--- src/hw/motor_brake_defines.svh ---
// shared constants for the motor brake sequencer
`ifndef MOTOR_BRAKE_DEFINES_SVH
`define MOTOR_BRAKE_DEFINES_SVH
`define ADDR_CTRL 12'h000
`define ADDR_DCB_SRC 12'h004
`define ADDR_DCB_CFG 12'h008
`define ADDR_DCB_CUR 12'h00c
`define ADDR_DCB_DUR 12'h010
`define ADDR_DCB_SPD 12'h014
`define ADDR_DEEXC 12'h018
`define ADDR_MAG 12'h01c
`define ADDR_BOPEN 12'h020
`define ADDR_BCLOSE 12'h024
`define ADDR_MODE 12'h028
`define ADDR_OVL 12'h02c
`define ADDR_REGEN 12'h030
`define ADDR_RATING 12'h034
`define ADDR_STATUS 12'h038
`define ADDR_FAULT_IDX 12'h03c
`define ADDR_FAULT_NUM 12'h040
`define ADDR_FAULT_RSP 12'h044
`define ADDR_FAULT_OK 12'h048
`define ADDR_SEQ 12'h04c
`define CFG_NONE 8'h00
`define CFG_GENERAL 8'h04
`define CFG_OFF13 8'h05
`define CFG_BELOW 8'h0e
`define RSP_DCB 8'h06
`define MODE_VECTOR 8'h14
`define DCB_CUR_RST 16'h0000
`define DCB_DUR_RST 16'h03e8
`define DCB_SPD_RST 32'h00033450
`define CLOSE_SPEED 32'h00000014
`define OVL_TIME_MS 16'h2710
`define BRAKE_TIME_RST 16'h0064
`define OVL_LIMIT_RST 16'hffff
`define RATING_RST 32'h7fffffff
`define ST_ACTIVE 8
`define ST_READY 10
`define ST_SELECTED 11
`define ST_LOCKED 12
`define ST_OFF13 13
`define CLK_HZ 100000000
`define TICK_HZ 1000
`endif

--- src/hw/motor_brake_pkg.sv ---
// types for the motor brake sequencer
package motor_brake_pkg;
  typedef enum logic [3:0] {
    S_OFF, S_MAGNETIZE, S_OPENING, S_RUN, S_DECEL, S_CLOSING,
    S_DEEXCITE, S_DCB
  } seq_state_t;
endpackage

--- src/hw/motor_brake_sequencer.sv ---
// dc braking and holding brake sequencer with apb registers
`timescale 1ns/10ps
`include "motor_brake_defines.svh"
module motor_brake_sequencer #(
  parameter int FAULT_DEPTH = 8,
  parameter int TICK_DIV = `CLK_HZ / `TICK_HZ
) (
  input wire logic ref_clk,
  input wire logic nrst,
  input wire logic psel,
  input wire logic penable,
  input wire logic pwrite,
  input wire logic [11:0] paddr,
  input wire logic [31:0] pwdata,
  output logic [31:0] prdata,
  output logic pready,
  output logic pslverr,
  input wire logic on_cmd,
  input wire logic ramp_stop_cmd,
  input wire logic quick_stop_cmd,
  input wire logic coast_stop_cmd,
  input wire logic torque_cutoff_request,
  input wire logic dcb_cmd_pin,
  input wire logic fault_valid,
  input wire logic [15:0] fault_code,
  input wire logic [31:0] speed_actual,
  input wire logic [15:0] motor_current,
  output logic pulse_enable,
  output logic ramp_down,
  output logic ramp_up,
  output logic [15:0] dcb_current_out,
  output logic holding_brake_open,
  output logic regen_overload_fault,
  output logic vector_mode,
  output logic [31:0] regen_limit_out
);
  logic [1:0] dcb_activate_src;
  logic [7:0] dcb_config, control_mode_select;
  logic [15:0] dcb_current, dcb_duration, deexcite_time, magnetize_time;
  logic [15:0] brake_open_time, brake_close_time, overload_factor;
  logic [31:0] dcb_start_speed, regen_power_limit, power_unit_rating;
  logic [15:0] fault_number_table [FAULT_DEPTH];
  logic [7:0] fault_response_table [FAULT_DEPTH];
  logic [FAULT_DEPTH-1:0] dc_brake_response_option;
  logic [$clog2(FAULT_DEPTH)-1:0] fault_idx;
  logic [31:0] tick_cnt;
  logic tick, armed, fault_dcb, fault_dcb_hit;
  logic [2:0] pin_sync;
  logic dcb_pin_level;
  motor_brake_pkg::seq_state_t state;
  logic t_done, ovl_done, over_limit;
  logic [15:0] t_limit;
  logic state_chg;
  logic wr, rd;
  logic dcb_src_level, dcb_selected, dcb_locked, dcb_ready;

  assign pready = 1'b1;
  assign wr = psel && penable && pwrite;
  assign rd = psel && !penable && !pwrite;

  // three-stage sync; change counts when stages two and three agree
  always_ff @(posedge ref_clk or negedge nrst) begin
    if (!nrst) begin
      pin_sync <= 3'h0;
      dcb_pin_level <= 1'b0;
    end else begin
      pin_sync <= {pin_sync[1:0], dcb_cmd_pin};
      if (pin_sync[2] == pin_sync[1]) begin
        dcb_pin_level <= pin_sync[2];
      end
    end
  end

  // src 0 const 0, 1 const 1, 2 pin level
  always_comb begin
    unique case (dcb_activate_src)
      2'h1: dcb_src_level = 1'b1;
      2'h2: dcb_src_level = dcb_pin_level;
      default: dcb_src_level = 1'b0;
    endcase
  end

  always_ff @(posedge ref_clk or negedge nrst) begin
    if (!nrst) begin
      dcb_activate_src <= 2'h0;
      dcb_config <= `CFG_NONE;
      dcb_current <= `DCB_CUR_RST;
      dcb_duration <= `DCB_DUR_RST;
      dcb_start_speed <= `DCB_SPD_RST;
      deexcite_time <= 16'h0000;
      magnetize_time <= 16'h0000;
      brake_open_time <= `BRAKE_TIME_RST;
      brake_close_time <= `BRAKE_TIME_RST;
      control_mode_select <= 8'h00;
      overload_factor <= `OVL_LIMIT_RST;
      regen_power_limit <= 32'h00000000;
      power_unit_rating <= `RATING_RST;
      fault_idx <= '0;
      dc_brake_response_option <= '0;
    end else if (wr) begin
      unique case (paddr)
        `ADDR_DCB_SRC: dcb_activate_src <= pwdata[1:0];
        `ADDR_DCB_CFG: dcb_config <= pwdata[7:0];
        `ADDR_DCB_CUR: dcb_current <= pwdata[15:0];
        `ADDR_DCB_DUR: dcb_duration <= pwdata[15:0];
        `ADDR_DCB_SPD: dcb_start_speed <= pwdata;
        `ADDR_DEEXC: deexcite_time <= pwdata[15:0];
        `ADDR_MAG: magnetize_time <= pwdata[15:0];
        `ADDR_BOPEN: brake_open_time <= pwdata[15:0];
        `ADDR_BCLOSE: brake_close_time <= pwdata[15:0];
        `ADDR_MODE: control_mode_select <= pwdata[7:0];
        `ADDR_OVL: overload_factor <= pwdata[15:0];
        `ADDR_REGEN: regen_power_limit <= pwdata;
        `ADDR_RATING: power_unit_rating <= pwdata;
        `ADDR_FAULT_IDX: fault_idx <= pwdata[$clog2(FAULT_DEPTH)-1:0];
        `ADDR_FAULT_OK: dc_brake_response_option <= pwdata[FAULT_DEPTH-1:0];
        default: ;
      endcase
    end
  end

  // tables indexed through fault_idx
  always_ff @(posedge ref_clk or negedge nrst) begin
    if (!nrst) begin
      for (int i = 0; i < FAULT_DEPTH; i++) begin
        fault_number_table[i] <= 16'h0000;
        fault_response_table[i] <= 8'h00;
      end
    end else if (wr && paddr == `ADDR_FAULT_NUM) begin
      fault_number_table[fault_idx] <= pwdata[15:0];
    end else if (wr && paddr == `ADDR_FAULT_RSP) begin
      fault_response_table[fault_idx] <= pwdata[7:0];
    end
  end

  // match fault code; response honoured only where the option is allowed
  always_comb begin
    fault_dcb_hit = 1'b0;
    for (int i = 0; i < FAULT_DEPTH; i++) begin
      if (fault_valid && fault_code != 16'h0000 && fault_number_table[i] == fault_code &&
          fault_response_table[i] == `RSP_DCB && dc_brake_response_option[i]) begin
        fault_dcb_hit = 1'b1;
      end
    end
  end

  always_ff @(posedge ref_clk or negedge nrst) begin
    if (!nrst) begin
      fault_dcb <= 1'b0;
    end else if (fault_dcb_hit) begin
      fault_dcb <= 1'b1;
    end else if (state == motor_brake_pkg::S_OFF && !on_cmd) begin
      fault_dcb <= 1'b0;
    end
  end

  always_ff @(posedge ref_clk or negedge nrst) begin
    if (!nrst) begin
      tick_cnt <= 32'h0;
    end else if (tick) begin
      tick_cnt <= 32'h0;
    end else begin
      tick_cnt <= tick_cnt + 32'h1;
    end
  end
  assign tick = (tick_cnt == 32'(TICK_DIV - 1));

  assign dcb_selected = dcb_config != `CFG_NONE;
  assign dcb_locked = control_mode_select >= `MODE_VECTOR;
  assign dcb_ready = dcb_selected && !dcb_locked && dcb_current != `DCB_CUR_RST;
  wire stop_req = ramp_stop_cmd || quick_stop_cmd;
  wire hard_stop = coast_stop_cmd || torque_cutoff_request;
  wire below = speed_actual < dcb_start_speed;
  wire brake_req = (dcb_config == `CFG_GENERAL && dcb_src_level) ||
                   (dcb_config == `CFG_OFF13 && stop_req) || fault_dcb ||
                   (dcb_config == `CFG_BELOW && armed && below);

  // arm when speed exceeds the threshold
  always_ff @(posedge ref_clk or negedge nrst) begin
    if (!nrst) begin
      armed <= 1'b0;
    end else if (state == motor_brake_pkg::S_DCB || state == motor_brake_pkg::S_OFF) begin
      armed <= 1'b0;
    end else if (speed_actual > dcb_start_speed) begin
      armed <= 1'b1;
    end
  end

  always_comb begin
    unique case (state)
      motor_brake_pkg::S_MAGNETIZE: t_limit = magnetize_time;
      motor_brake_pkg::S_OPENING: t_limit = brake_open_time;
      motor_brake_pkg::S_CLOSING: t_limit = brake_close_time;
      motor_brake_pkg::S_DEEXCITE: t_limit = deexcite_time;
      motor_brake_pkg::S_DCB: t_limit = dcb_duration;
      default: t_limit = 16'h0000;
    endcase
  end

  ms_timer #(.W(16)) wait_timer (
    .ref_clk(ref_clk),
    .nrst(nrst),
    .tick(tick),
    .clear(state_chg),
    .limit(t_limit),
    .done(t_done)
  );

  motor_brake_pkg::seq_state_t next_state;
  always_comb begin
    next_state = state;
    unique case (state)
      motor_brake_pkg::S_OFF: if (on_cmd && !hard_stop && !stop_req) begin
        next_state = motor_brake_pkg::S_MAGNETIZE;
      end
      motor_brake_pkg::S_MAGNETIZE: if (t_done) begin
        next_state = motor_brake_pkg::S_OPENING;
      end
      motor_brake_pkg::S_OPENING: if (t_done) begin
        next_state = motor_brake_pkg::S_RUN;
      end
      // a direct command, or any brake request below the start speed, skips the ramp when dcb_ready is set; others decelerate first
      motor_brake_pkg::S_RUN: if (brake_req && dcb_ready && (below ||
          (dcb_config == `CFG_GENERAL && dcb_src_level))) begin
        next_state = motor_brake_pkg::S_DEEXCITE;
      end else if (stop_req || brake_req) begin
        next_state = motor_brake_pkg::S_DECEL;
      end
      motor_brake_pkg::S_DECEL: if (brake_req && dcb_ready && below) begin
        next_state = motor_brake_pkg::S_DEEXCITE;
      end else if (!stop_req && !brake_req) begin
        next_state = motor_brake_pkg::S_RUN;
      end else if (speed_actual < `CLOSE_SPEED) begin
        next_state = motor_brake_pkg::S_CLOSING;
      end
      motor_brake_pkg::S_CLOSING: if (t_done) begin
        next_state = motor_brake_pkg::S_OFF;
      end
      motor_brake_pkg::S_DEEXCITE: if (!brake_req) begin
        next_state = motor_brake_pkg::S_RUN;
      end else if (t_done) begin
        next_state = motor_brake_pkg::S_DCB;
      end
      motor_brake_pkg::S_DCB: if (!brake_req) begin
        next_state = motor_brake_pkg::S_RUN;
      end else if (t_done) begin
        next_state = stop_req ? motor_brake_pkg::S_CLOSING : motor_brake_pkg::S_OFF;
      end
      default: next_state = motor_brake_pkg::S_OFF;
    endcase
    // coast stop, cutoff and overload trip bypass every wait
    if (hard_stop || regen_overload_fault) begin
      next_state = motor_brake_pkg::S_OFF;
    end
  end
  assign state_chg = next_state != state;

  always_ff @(posedge ref_clk or negedge nrst) begin
    if (!nrst) begin
      state <= motor_brake_pkg::S_OFF;
    end else begin
      state <= next_state;
    end
  end

  // v/f overload: current over the limit for 10 s trips
  assign over_limit = !vector_mode && motor_current > overload_factor;
  ms_timer #(.W(16)) ovl_timer (
    .ref_clk(ref_clk),
    .nrst(nrst),
    .tick(tick),
    .clear(!over_limit),
    .limit(`OVL_TIME_MS),
    .done(ovl_done)
  );

  // trip latches until the motor is commanded off
  always_ff @(posedge ref_clk or negedge nrst) begin
    if (!nrst) begin
      regen_overload_fault <= 1'b0;
    end else if (over_limit && ovl_done) begin
      regen_overload_fault <= 1'b1;
    end else if (!on_cmd) begin
      regen_overload_fault <= 1'b0;
    end
  end

  always_ff @(posedge ref_clk or negedge nrst) begin
    if (!nrst) begin
      vector_mode <= 1'b0;
      regen_limit_out <= 32'h0;
    end else begin
      vector_mode <= control_mode_select >= `MODE_VECTOR;
      // limit is negative; magnitude clipped to the unit rating
      if ($signed(regen_power_limit) > 0) begin
        regen_limit_out <= 32'h0;
      end else if (32'(-$signed(regen_power_limit)) > power_unit_rating) begin
        regen_limit_out <= 32'(-$signed(power_unit_rating));
      end else begin
        regen_limit_out <= regen_power_limit;
      end
    end
  end

  always_ff @(posedge ref_clk or negedge nrst) begin
    if (!nrst) begin
      pulse_enable <= 1'b0;
      ramp_down <= 1'b0;
      ramp_up <= 1'b0;
      holding_brake_open <= 1'b0;
      dcb_current_out <= 16'h0000;
    end else begin
      pulse_enable <= next_state != motor_brake_pkg::S_OFF &&
                      next_state != motor_brake_pkg::S_DEEXCITE;
      ramp_down <= next_state == motor_brake_pkg::S_DECEL;
      ramp_up <= next_state == motor_brake_pkg::S_RUN;
      // shaft still turns during dc braking; closing the brake there would wear it
      holding_brake_open <= next_state == motor_brake_pkg::S_OPENING ||
                            next_state == motor_brake_pkg::S_RUN ||
                            next_state == motor_brake_pkg::S_DEEXCITE ||
                            next_state == motor_brake_pkg::S_DCB ||
                            next_state == motor_brake_pkg::S_DECEL;
      dcb_current_out <= next_state == motor_brake_pkg::S_DCB ? dcb_current : 16'h0000;
    end
  end

  logic [31:0] status_word;
  always_comb begin
    status_word = 32'h0;
    status_word[`ST_ACTIVE] = state == motor_brake_pkg::S_DCB;
    status_word[`ST_READY] = dcb_ready;
    status_word[`ST_SELECTED] = dcb_selected;
    status_word[`ST_LOCKED] = dcb_locked;
    status_word[`ST_OFF13] = dcb_config == `CFG_OFF13;
  end

  // read data captured in setup phase, valid in access phase
  always_ff @(posedge ref_clk or negedge nrst) begin
    if (!nrst) begin
      prdata <= 32'h0;
      pslverr <= 1'b0;
    end else if (rd) begin
      pslverr <= 1'b0;
      unique case (paddr)
        `ADDR_DCB_SRC: prdata <= {30'h0, dcb_activate_src};
        `ADDR_DCB_CFG: prdata <= {24'h0, dcb_config};
        `ADDR_DCB_CUR: prdata <= {16'h0, dcb_current};
        `ADDR_DCB_DUR: prdata <= {16'h0, dcb_duration};
        `ADDR_DCB_SPD: prdata <= dcb_start_speed;
        `ADDR_DEEXC: prdata <= {16'h0, deexcite_time};
        `ADDR_MAG: prdata <= {16'h0, magnetize_time};
        `ADDR_BOPEN: prdata <= {16'h0, brake_open_time};
        `ADDR_BCLOSE: prdata <= {16'h0, brake_close_time};
        `ADDR_MODE: prdata <= {24'h0, control_mode_select};
        `ADDR_OVL: prdata <= {16'h0, overload_factor};
        `ADDR_REGEN: prdata <= regen_power_limit;
        `ADDR_RATING: prdata <= power_unit_rating;
        `ADDR_STATUS: prdata <= status_word;
        `ADDR_FAULT_NUM: prdata <= {16'h0, fault_number_table[fault_idx]};
        `ADDR_FAULT_RSP: prdata <= {24'h0, fault_response_table[fault_idx]};
        `ADDR_SEQ: prdata <= {28'h0, state};
        default: prdata <= 32'h0;
      endcase
    end else if (!psel) begin
      prdata <= 32'h0;
    end
  end
endmodule

--- src/hw/ms_timer.sv ---
// millisecond wait counter, restarts while clear is high
`timescale 1ns/10ps
module ms_timer #(
  parameter int W = 16
) (
  input wire logic ref_clk,
  input wire logic nrst,
  input wire logic tick,
  input wire logic clear,
  input wire logic [W-1:0] limit,
  output logic done
);
  logic [W-1:0] cnt;
  always_ff @(posedge ref_clk or negedge nrst) begin
    if (!nrst) begin
      cnt <= '0;
    end else if (clear) begin
      cnt <= '0;
    end else if (tick && cnt != limit) begin
      cnt <= cnt + 1'b1;
    end
  end
  assign done = (cnt == limit);
endmodule
--- config.mk ---
export PLATFORM = sky130hd
export DESIGN_NAME = motor_brake_sequencer
export DESIGN_NICKNAME = d
export VERILOG_FILES = /design/src/hw/motor_brake_pkg.sv /design/src/hw/motor_brake_sequencer.sv /design/src/hw/ms_timer.sv
export VERILOG_INCLUDE_DIRS = /design/src /design/src/hw
export SDC_FILE = /design/constraint.sdc
export NUM_CORES = 1
export LEC_CHECK = 0
export BUFFER_PORTS_ARGS = -buffer_cell sky130_fd_sc_hd__clkbuf_2
export CORE_ASPECT_RATIO = 0.5
export CORE_MARGIN = 1
export CORE_UTILIZATION = 40
export DETAILED_ROUTE_END_ITERATION = 6
export PLACE_DENSITY = 0.61
export REMOVE_ABC_BUFFERS = 1
export SYNTH_ARGS = -nofsm -noshare
export SYNTH_HDL_FRONTEND = slang
export SYNTH_HIERARCHICAL = 1
export SYNTH_SLANG_ARGS = --single-unit
--- constraint.sdc ---
create_clock -name ref_clk -period 6.3 [get_ports ref_clk]
set_input_delay 0.945 -clock ref_clk [delete_from_list [all_inputs] [get_ports ref_clk]]
set_output_delay 0.945 -clock ref_clk [all_outputs]
set_load 0.05 [all_outputs]
# Word-level counts from Yosys, hierarchy flattened
# Cells that the tools add are included.
[word_totals] regBits=589 input_bits=120 out_inout_bits=88 wordCells=277
[classes] add_sub_neg=5 magnitude_cmp=9 eq_ne=63 mux=55 bitwise_logic=2 n_reduce_logical=95
[ops] cell="32-bit case mux with 17 select lines" count=1
[ops] cell="32-bit 2-to-1 mux" count=5
[ops] cell="16-bit equality test" count=9
[ops] cell="128-bit bitwise mux" count=1
[ops] cell="16-bit 2-to-1 mux" count=8
[ops] cell="12-bit by 6-bit equality test with 1-bit output (second input constant)" count=8
[ops] cell="8-bit by 3-bit equality test with 1-bit output (second input constant)" count=10
[ops] cell="16-bit case mux with 5 select lines" count=1
[ops] cell="64-bit bitwise mux" count=1
[ops] cell="32-bit greater-than comparator" count=2
[ops] cell="32-bit negator" count=2
[ops] cell="4-bit 2-to-1 mux" count=14
[ops] cell="1-bit logical AND" count=50
[ops] cell="16-bit binary-select mux with 3-bit select" count=1
[ops] cell="16-bit demux with 3-bit select" count=1
[ops] cell="12-bit by 5-bit equality test with 1-bit output (second input constant)" count=4
[ops] cell="12-bit by 7-bit equality test with 1-bit output (second input constant)" count=4
[ops] cell="16-bit by 1-bit adder with 16-bit output (second input constant)" count=2
[ops] cell="32-bit by 1-bit adder with 32-bit output (second input constant)" count=1
[ops] cell="32-bit by 17-bit equality test with 1-bit output (second input constant)" count=1
[ops] cell="32-bit by 1-bit greater-than comparator with 1-bit output (second input constant)" count=1
[ops] cell="32-bit less-than comparator" count=1
[ops] cell="32-bit by 5-bit less-than comparator with 1-bit output (second input constant)" count=1
[ops] cell="4-bit case mux with 8 select lines" count=1
[ops] cell="35 further kinds" count=99

# Depth between registers and ports, before layout
[depth] ltp_word=17 mapped_depth=23

# Hierarchy
# Netlist, hierarchy kept.
[by_module_without_submodules] mod="motor_brake_sequencer" instances=1 cells_per_inst=2733 area_per_inst_um2=29159.2 seq_area_each_um2=14020.9
[by_module_without_submodules] mod="ms_timer" instances=2 cells_per_inst=117 area_per_inst_um2=1086.0 seq_area_each_um2=400.4

# Worst setup path after synthesis
# OpenSTA, ideal clock, no wires.
[synth_timing] path_type="register to register" start="register state[1]" end="register wait_timer.cnt[13]" arrival_time_ns=5.129 t_required_ns=6.175 slack_ns=1.046 path_stages_with_launch=22 n_path_buf=5 period_less_slack_ns=5.254 path_cell_list="dfrtp_1 -> clkbuf_1 -> inv_1 -> nor4_1 -> clkbuf_1 -> a22oi_1 -> nand3_1 -> xnor2_1 -> nand4_1 -> nor4_4 -> buf_6 -> buf_6 -> a211oi_1 -> o21ba_2 -> a221o_1 -> a31oi_2 -> xnor2_1 -> nor4_1 -> o32ai_1 -> clkbuf_1 -> nor2_1 -> mux2_2"
[synth_between] elab_chain_cells=9 elab_cells_between_ends=30 cone_classes="eq/ne (10); mux (17); reduce/logical (3)"
[synth_rtl] item="from (decl)" line="motor_brake_sequencer.sv:50" source="motor_brake_pkg::seq_state_t state;"
[synth_rtl] item="from (signal assigned)" line="motor_brake_sequencer.sv:260" source="state <= motor_brake_pkg::S_OFF;"
[synth_rtl] item="from (signal assigned)" line="motor_brake_sequencer.sv:262" source="state <= next_state;"
[synth_rtl] item="4-bit by 3-bit equality test with 1-bit output, or another cell as far along" line="motor_brake_sequencer.sv:190" source="unique case (state)"
[synth_rtl] item="16-bit case mux with 5 select lines *" line="motor_brake_sequencer.sv:190"
[synth_rtl] item="net t_limit[5]" line="motor_brake_sequencer.sv:52" source="logic [15:0] t_limit;"
[synth_rtl] item="16-bit equality test *" line="ms_timer.sv:23" source="assign done = (cnt == limit);"
[synth_rtl] item="net t_done" line="motor_brake_sequencer.sv:51" source="logic t_done, ovl_done, over_limit;"
[synth_rtl] item="4-bit 2-to-1 mux, on equally long branches" line="motor_brake_sequencer.sv:246, motor_brake_sequencer.sv:241"
[synth_rtl] item="4-bit 2-to-1 mux, on equally long branches" line="motor_brake_sequencer.sv:244, motor_brake_sequencer.sv:239"
[synth_rtl] item="4-bit case mux with 8 select lines *" line="motor_brake_sequencer.sv:212" source="unique case (state)"
[synth_rtl] item="4-bit 2-to-1 mux *" line="motor_brake_sequencer.sv:252" source="if (hard_stop || regen_overload_fault) begin"
[synth_rtl] item="4-bit inequality test *" line="motor_brake_sequencer.sv:256" source="assign state_chg = next_state != state;"
[synth_rtl] item="net state_chg" line="motor_brake_sequencer.sv:53" source="logic state_chg;"
[synth_rtl] item="16-bit 2-to-1 mux or 2-bit nonzero test (tied branches)"
[synth_rtl] item="to (signal assigned)" line="ms_timer.sv:20" source="cnt <= cnt + 1'b1;"
[synth_rtl] item="to (decl)" line="ms_timer.sv:13" source="logic [W-1:0] cnt;"
# Mark *: on every way through the listed nets, which the timed path passes. The rest lies on a longest branch.
# A chain may end at the register's enable or synchronous reset.

# Worst setup path after layout
[layout_timing] start="register state[2]" end="register wait_timer.cnt[13]"
# The elaborated chain is that of the path after synthesis.

==> results.sh <==
export IMPL_cp_depth=17
export IMPL_synth_top_flop_cell="dfrtp_1"
export IMPL_clock_sinks=589
export IMPL_rsz0062_at_grt="no"
export IMPL_yosysTopAreaCell="dfrtp_1"
export IMPL_vias=24700
export IMPL_finish_net_count=3313
export IMPL_final_util_pct=45.8
export IMPL_fp_coreArea_sq_mm=0.0774
export IMPL_yosysWarnings=6
export IMPL_rrSetupSlack_ps=960
export IMPL_crit_fanout=24
export IMPL_synth_most_common_cell="dfrtp_1"
export IMPL_gp_congestion=0.959
export IMPL_die_h_um=200
export IMPL_grt_pass1_wl_um=155000
export IMPL_cts_hold_buf=0
export IMPL_r2r_end="wait_timer/cnt[13]"
export IMPL_cts_tree="yes"
export IMPL_htreeDepth=2
export IMPL_die_area_sq_mm=0.0795
export IMPL_synth_distinct_cells=79
export IMPL_cpMostUsedCell="xnor2_1"
export IMPL_synth_top_area_share_pct=41.8
export IMPL_syn_cell_area_sq_mm=0.0313
export IMPL_grt_ovfl_total=0
export IMPL_peakVddDrop_mv=0.198
export IMPL_syn_avg_cell_area_sq_um=10.6
export IMPL_drt_iter0_markers=2424
export IMPL_stdcell_area_sq_mm=0.0354
export IMPL_min_delay_path_class="input pin to async pin"
export IMPL_final_period_utilization_pct=84.8
export IMPL_routed_wl_um=103000
export IMPL_p_per_area_mw_per_mm2=222
export IMPL_crit_path_start="state[2]"
export IMPL_critPathBufInv=1
export IMPL_critPathKind="register to register"
export IMPL_critical_path_slowest_cell="nor3_2"
export IMPL_port_buffers=205
export IMPL_post_cts_buffers=0
export IMPL_cp_start_kind="register"
export IMPL_tightest_slew_ps=1210
export IMPL_timing_fmax_mhz=187
export IMPL_syn_to_final_growth_pct=13.1
export IMPL_vias_per_cell=5.90
export IMPL_fin_skew_ps=40.1
export IMPL_dpl_hpwl_um=72100
export IMPL_ant_nets=0
export IMPL_cts_resized=0
export IMPL_worstPathArrival_ps=5870
export IMPL_grt_max_degree=139
export IMPL_cpLargestDelayFamily="simple AND/OR/NAND/NOR gates"
export IMPL_ys_async_sr_fraction_pct=100
export IMPL_grt_usage_pct=25.7
export IMPL_crit_chain="nand2b_1 > nor3_2 > a22oi_1 > nand3_1 > xnor2_1 > nand4_1 > nor4_4 > a211oi_1 > o21ba_2 > a221o_1 > a31oi_2 > xnor2_1 > nor4_1 > o32ai_2 > buf_4 > nor2_1 > mux2_2"
export IMPL_syn_inst=2967
export IMPL_setup_viol=0
export IMPL_whs_ps=342
export IMPL_rows=72
export IMPL_endpoint_kind="register"
export IMPL_ioPinCount=208
export IMPL_yosysSeqAreaShare_pct=47.3
export IMPL_dpl_cell_area_sq_mm=0.0334
export IMPL_critical_path_max_stage_delay_ps=910
export IMPL_p_leak_uw=0.0171
export IMPL_hold_violations=0
export IMPL_rr_worst_depth=17
export IMPL_die_w_um=398
export IMPL_period_needed_ps=5340
export IMPL_antenna_found_initial=3
export IMPL_clk_path_buf_depth=3
export IMPL_insertion_delay_ps=670
export IMPL_outcome="complete, but fails checks"
export IMPL_relSlewSlack_pct=19.1
export IMPL_clock_root_buffer="clkbuf_16"
export IMPL_synthTopCellsByCount="dfrtp_1, nand2_1, mux2_2"
export IMPL_yosys_register_bits=589
export IMPL_drc=1
export IMPL_yosys_top_cells_area="dfrtp_1, mux2_2, dfstp_2, xnor2_1, mux2_1"
export IMPL_wl_per_cell_um=24.5
export IMPL_drive_above_1_share_pct=22.8
export IMPL_cts_clk_slew_worst_paths_ps=60
export IMPL_required_ps=6820
export IMPL_grt_pass1_vias=24000
export IMPL_start_util_pct=40.5
export IMPL_synth_edf_count=0
export IMPL_dr_pass1_iters=7
export IMPL_drv_slew=0
export IMPL_cap_viol_max_count=0
export IMPL_r2r_start="state[2]"
export IMPL_violations="design-rule violations"
export IMPL_tns_ps=0
export IMPL_cts_buffers=57
[worst max-delay path by stage]
stage | to | slack, ps
after detailed placement | wait_timer/cnt[13] | 1070
after global placement | wait_timer/cnt[0] | 1310
after global routing | wait_timer/cnt[11] | 610
after floorplan | wait_timer/cnt[13] | -140
final | wait_timer/cnt[13] | 960
after CTS | wait_timer/cnt[13] | 1030
[registers in the layout (all words and copies together), names as in the netlist, 32 cells and up]
| signal | cells |
|---|---|
| regen_power_limit | 32 |
| fault_response_table | 64 |
| regen_limit_out | 32 |
| tick_cnt | 32 |
| prdata | 32 |
| fault_number_table | 128 |
| dcb_start_speed | 32 |
| power_unit_rating | 32 |
[power breakdown]
part	leakage (uW)	internal, uW	switching [uW]	total, uW
combinational	0.00827	87.2	254	341
sequential	0.00783	3790	6.18	3800
clock	0.000999	2130	1600	3730
total	0.0171	6010	1860	7870
[metrics by stage]
step | total power (uW) | instances | worst slack [ps]
6_report | 7870 | 4192 | 957
2_1_floorplan | 3960 | 2799 | -140
3_5_place_dp | 4210 | 4082 | 1070
5_1_grt | 8090 | 4192 | 609
3_3_place_gp | 4200 | 4082 | 1310
4_1_cts | 7920 | 4190 | 1030
[logic make-up after synthesis]
logic type	synth area share [%]
compound gates	10.7
flops	47.3
fa+ha+maj	3.51
simple gates	13.8
other cells	0.0240
xor+xnor	6.90
mux	14.1
buf+inv	3.63
[cells in the final DEF (no fill, tap or decap), types with 72 or more instances in the layout]
| master | instances |
|---|---|
| nor4_1 | 91 |
| ha_1 | 87 |
| o21ai_0 | 145 |
| clkbuf_2 | 204 |
| inv_1 | 98 |
| o22ai_1 | 97 |
| xor2_1 | 89 |
| nand4_1 | 72 |
| mux2_2 | 262 |
| nand2_1 | 271 |
| nor2_1 | 132 |
| xnor2_1 | 158 |
| mux2_1 | 102 |
| a22oi_1 | 100 |
| dfrtp_1 | 523 |
[per-layer routing]
metal	GRT usage, %	part of all wire [%]	vias to the layer above
met3	3.65	6.8	215
met4	10.8	4.3	0
li1	-	-	11000
met5	0	0	-
met2	41.2	46	982
met1	35.1	43	12500
[final cells by class]
type	instances	area [sq um]
clock buffer	84	1710
sequential	589	14800
inverter	98	368
timing repair buffer	248	1410
multi-input combinational	2112	15500
tap	1036	1300
clock inverter	24	309
antenna	1	2.50
fill	7134	41900
No activity file was read; power rests on OpenSTA's default activity.
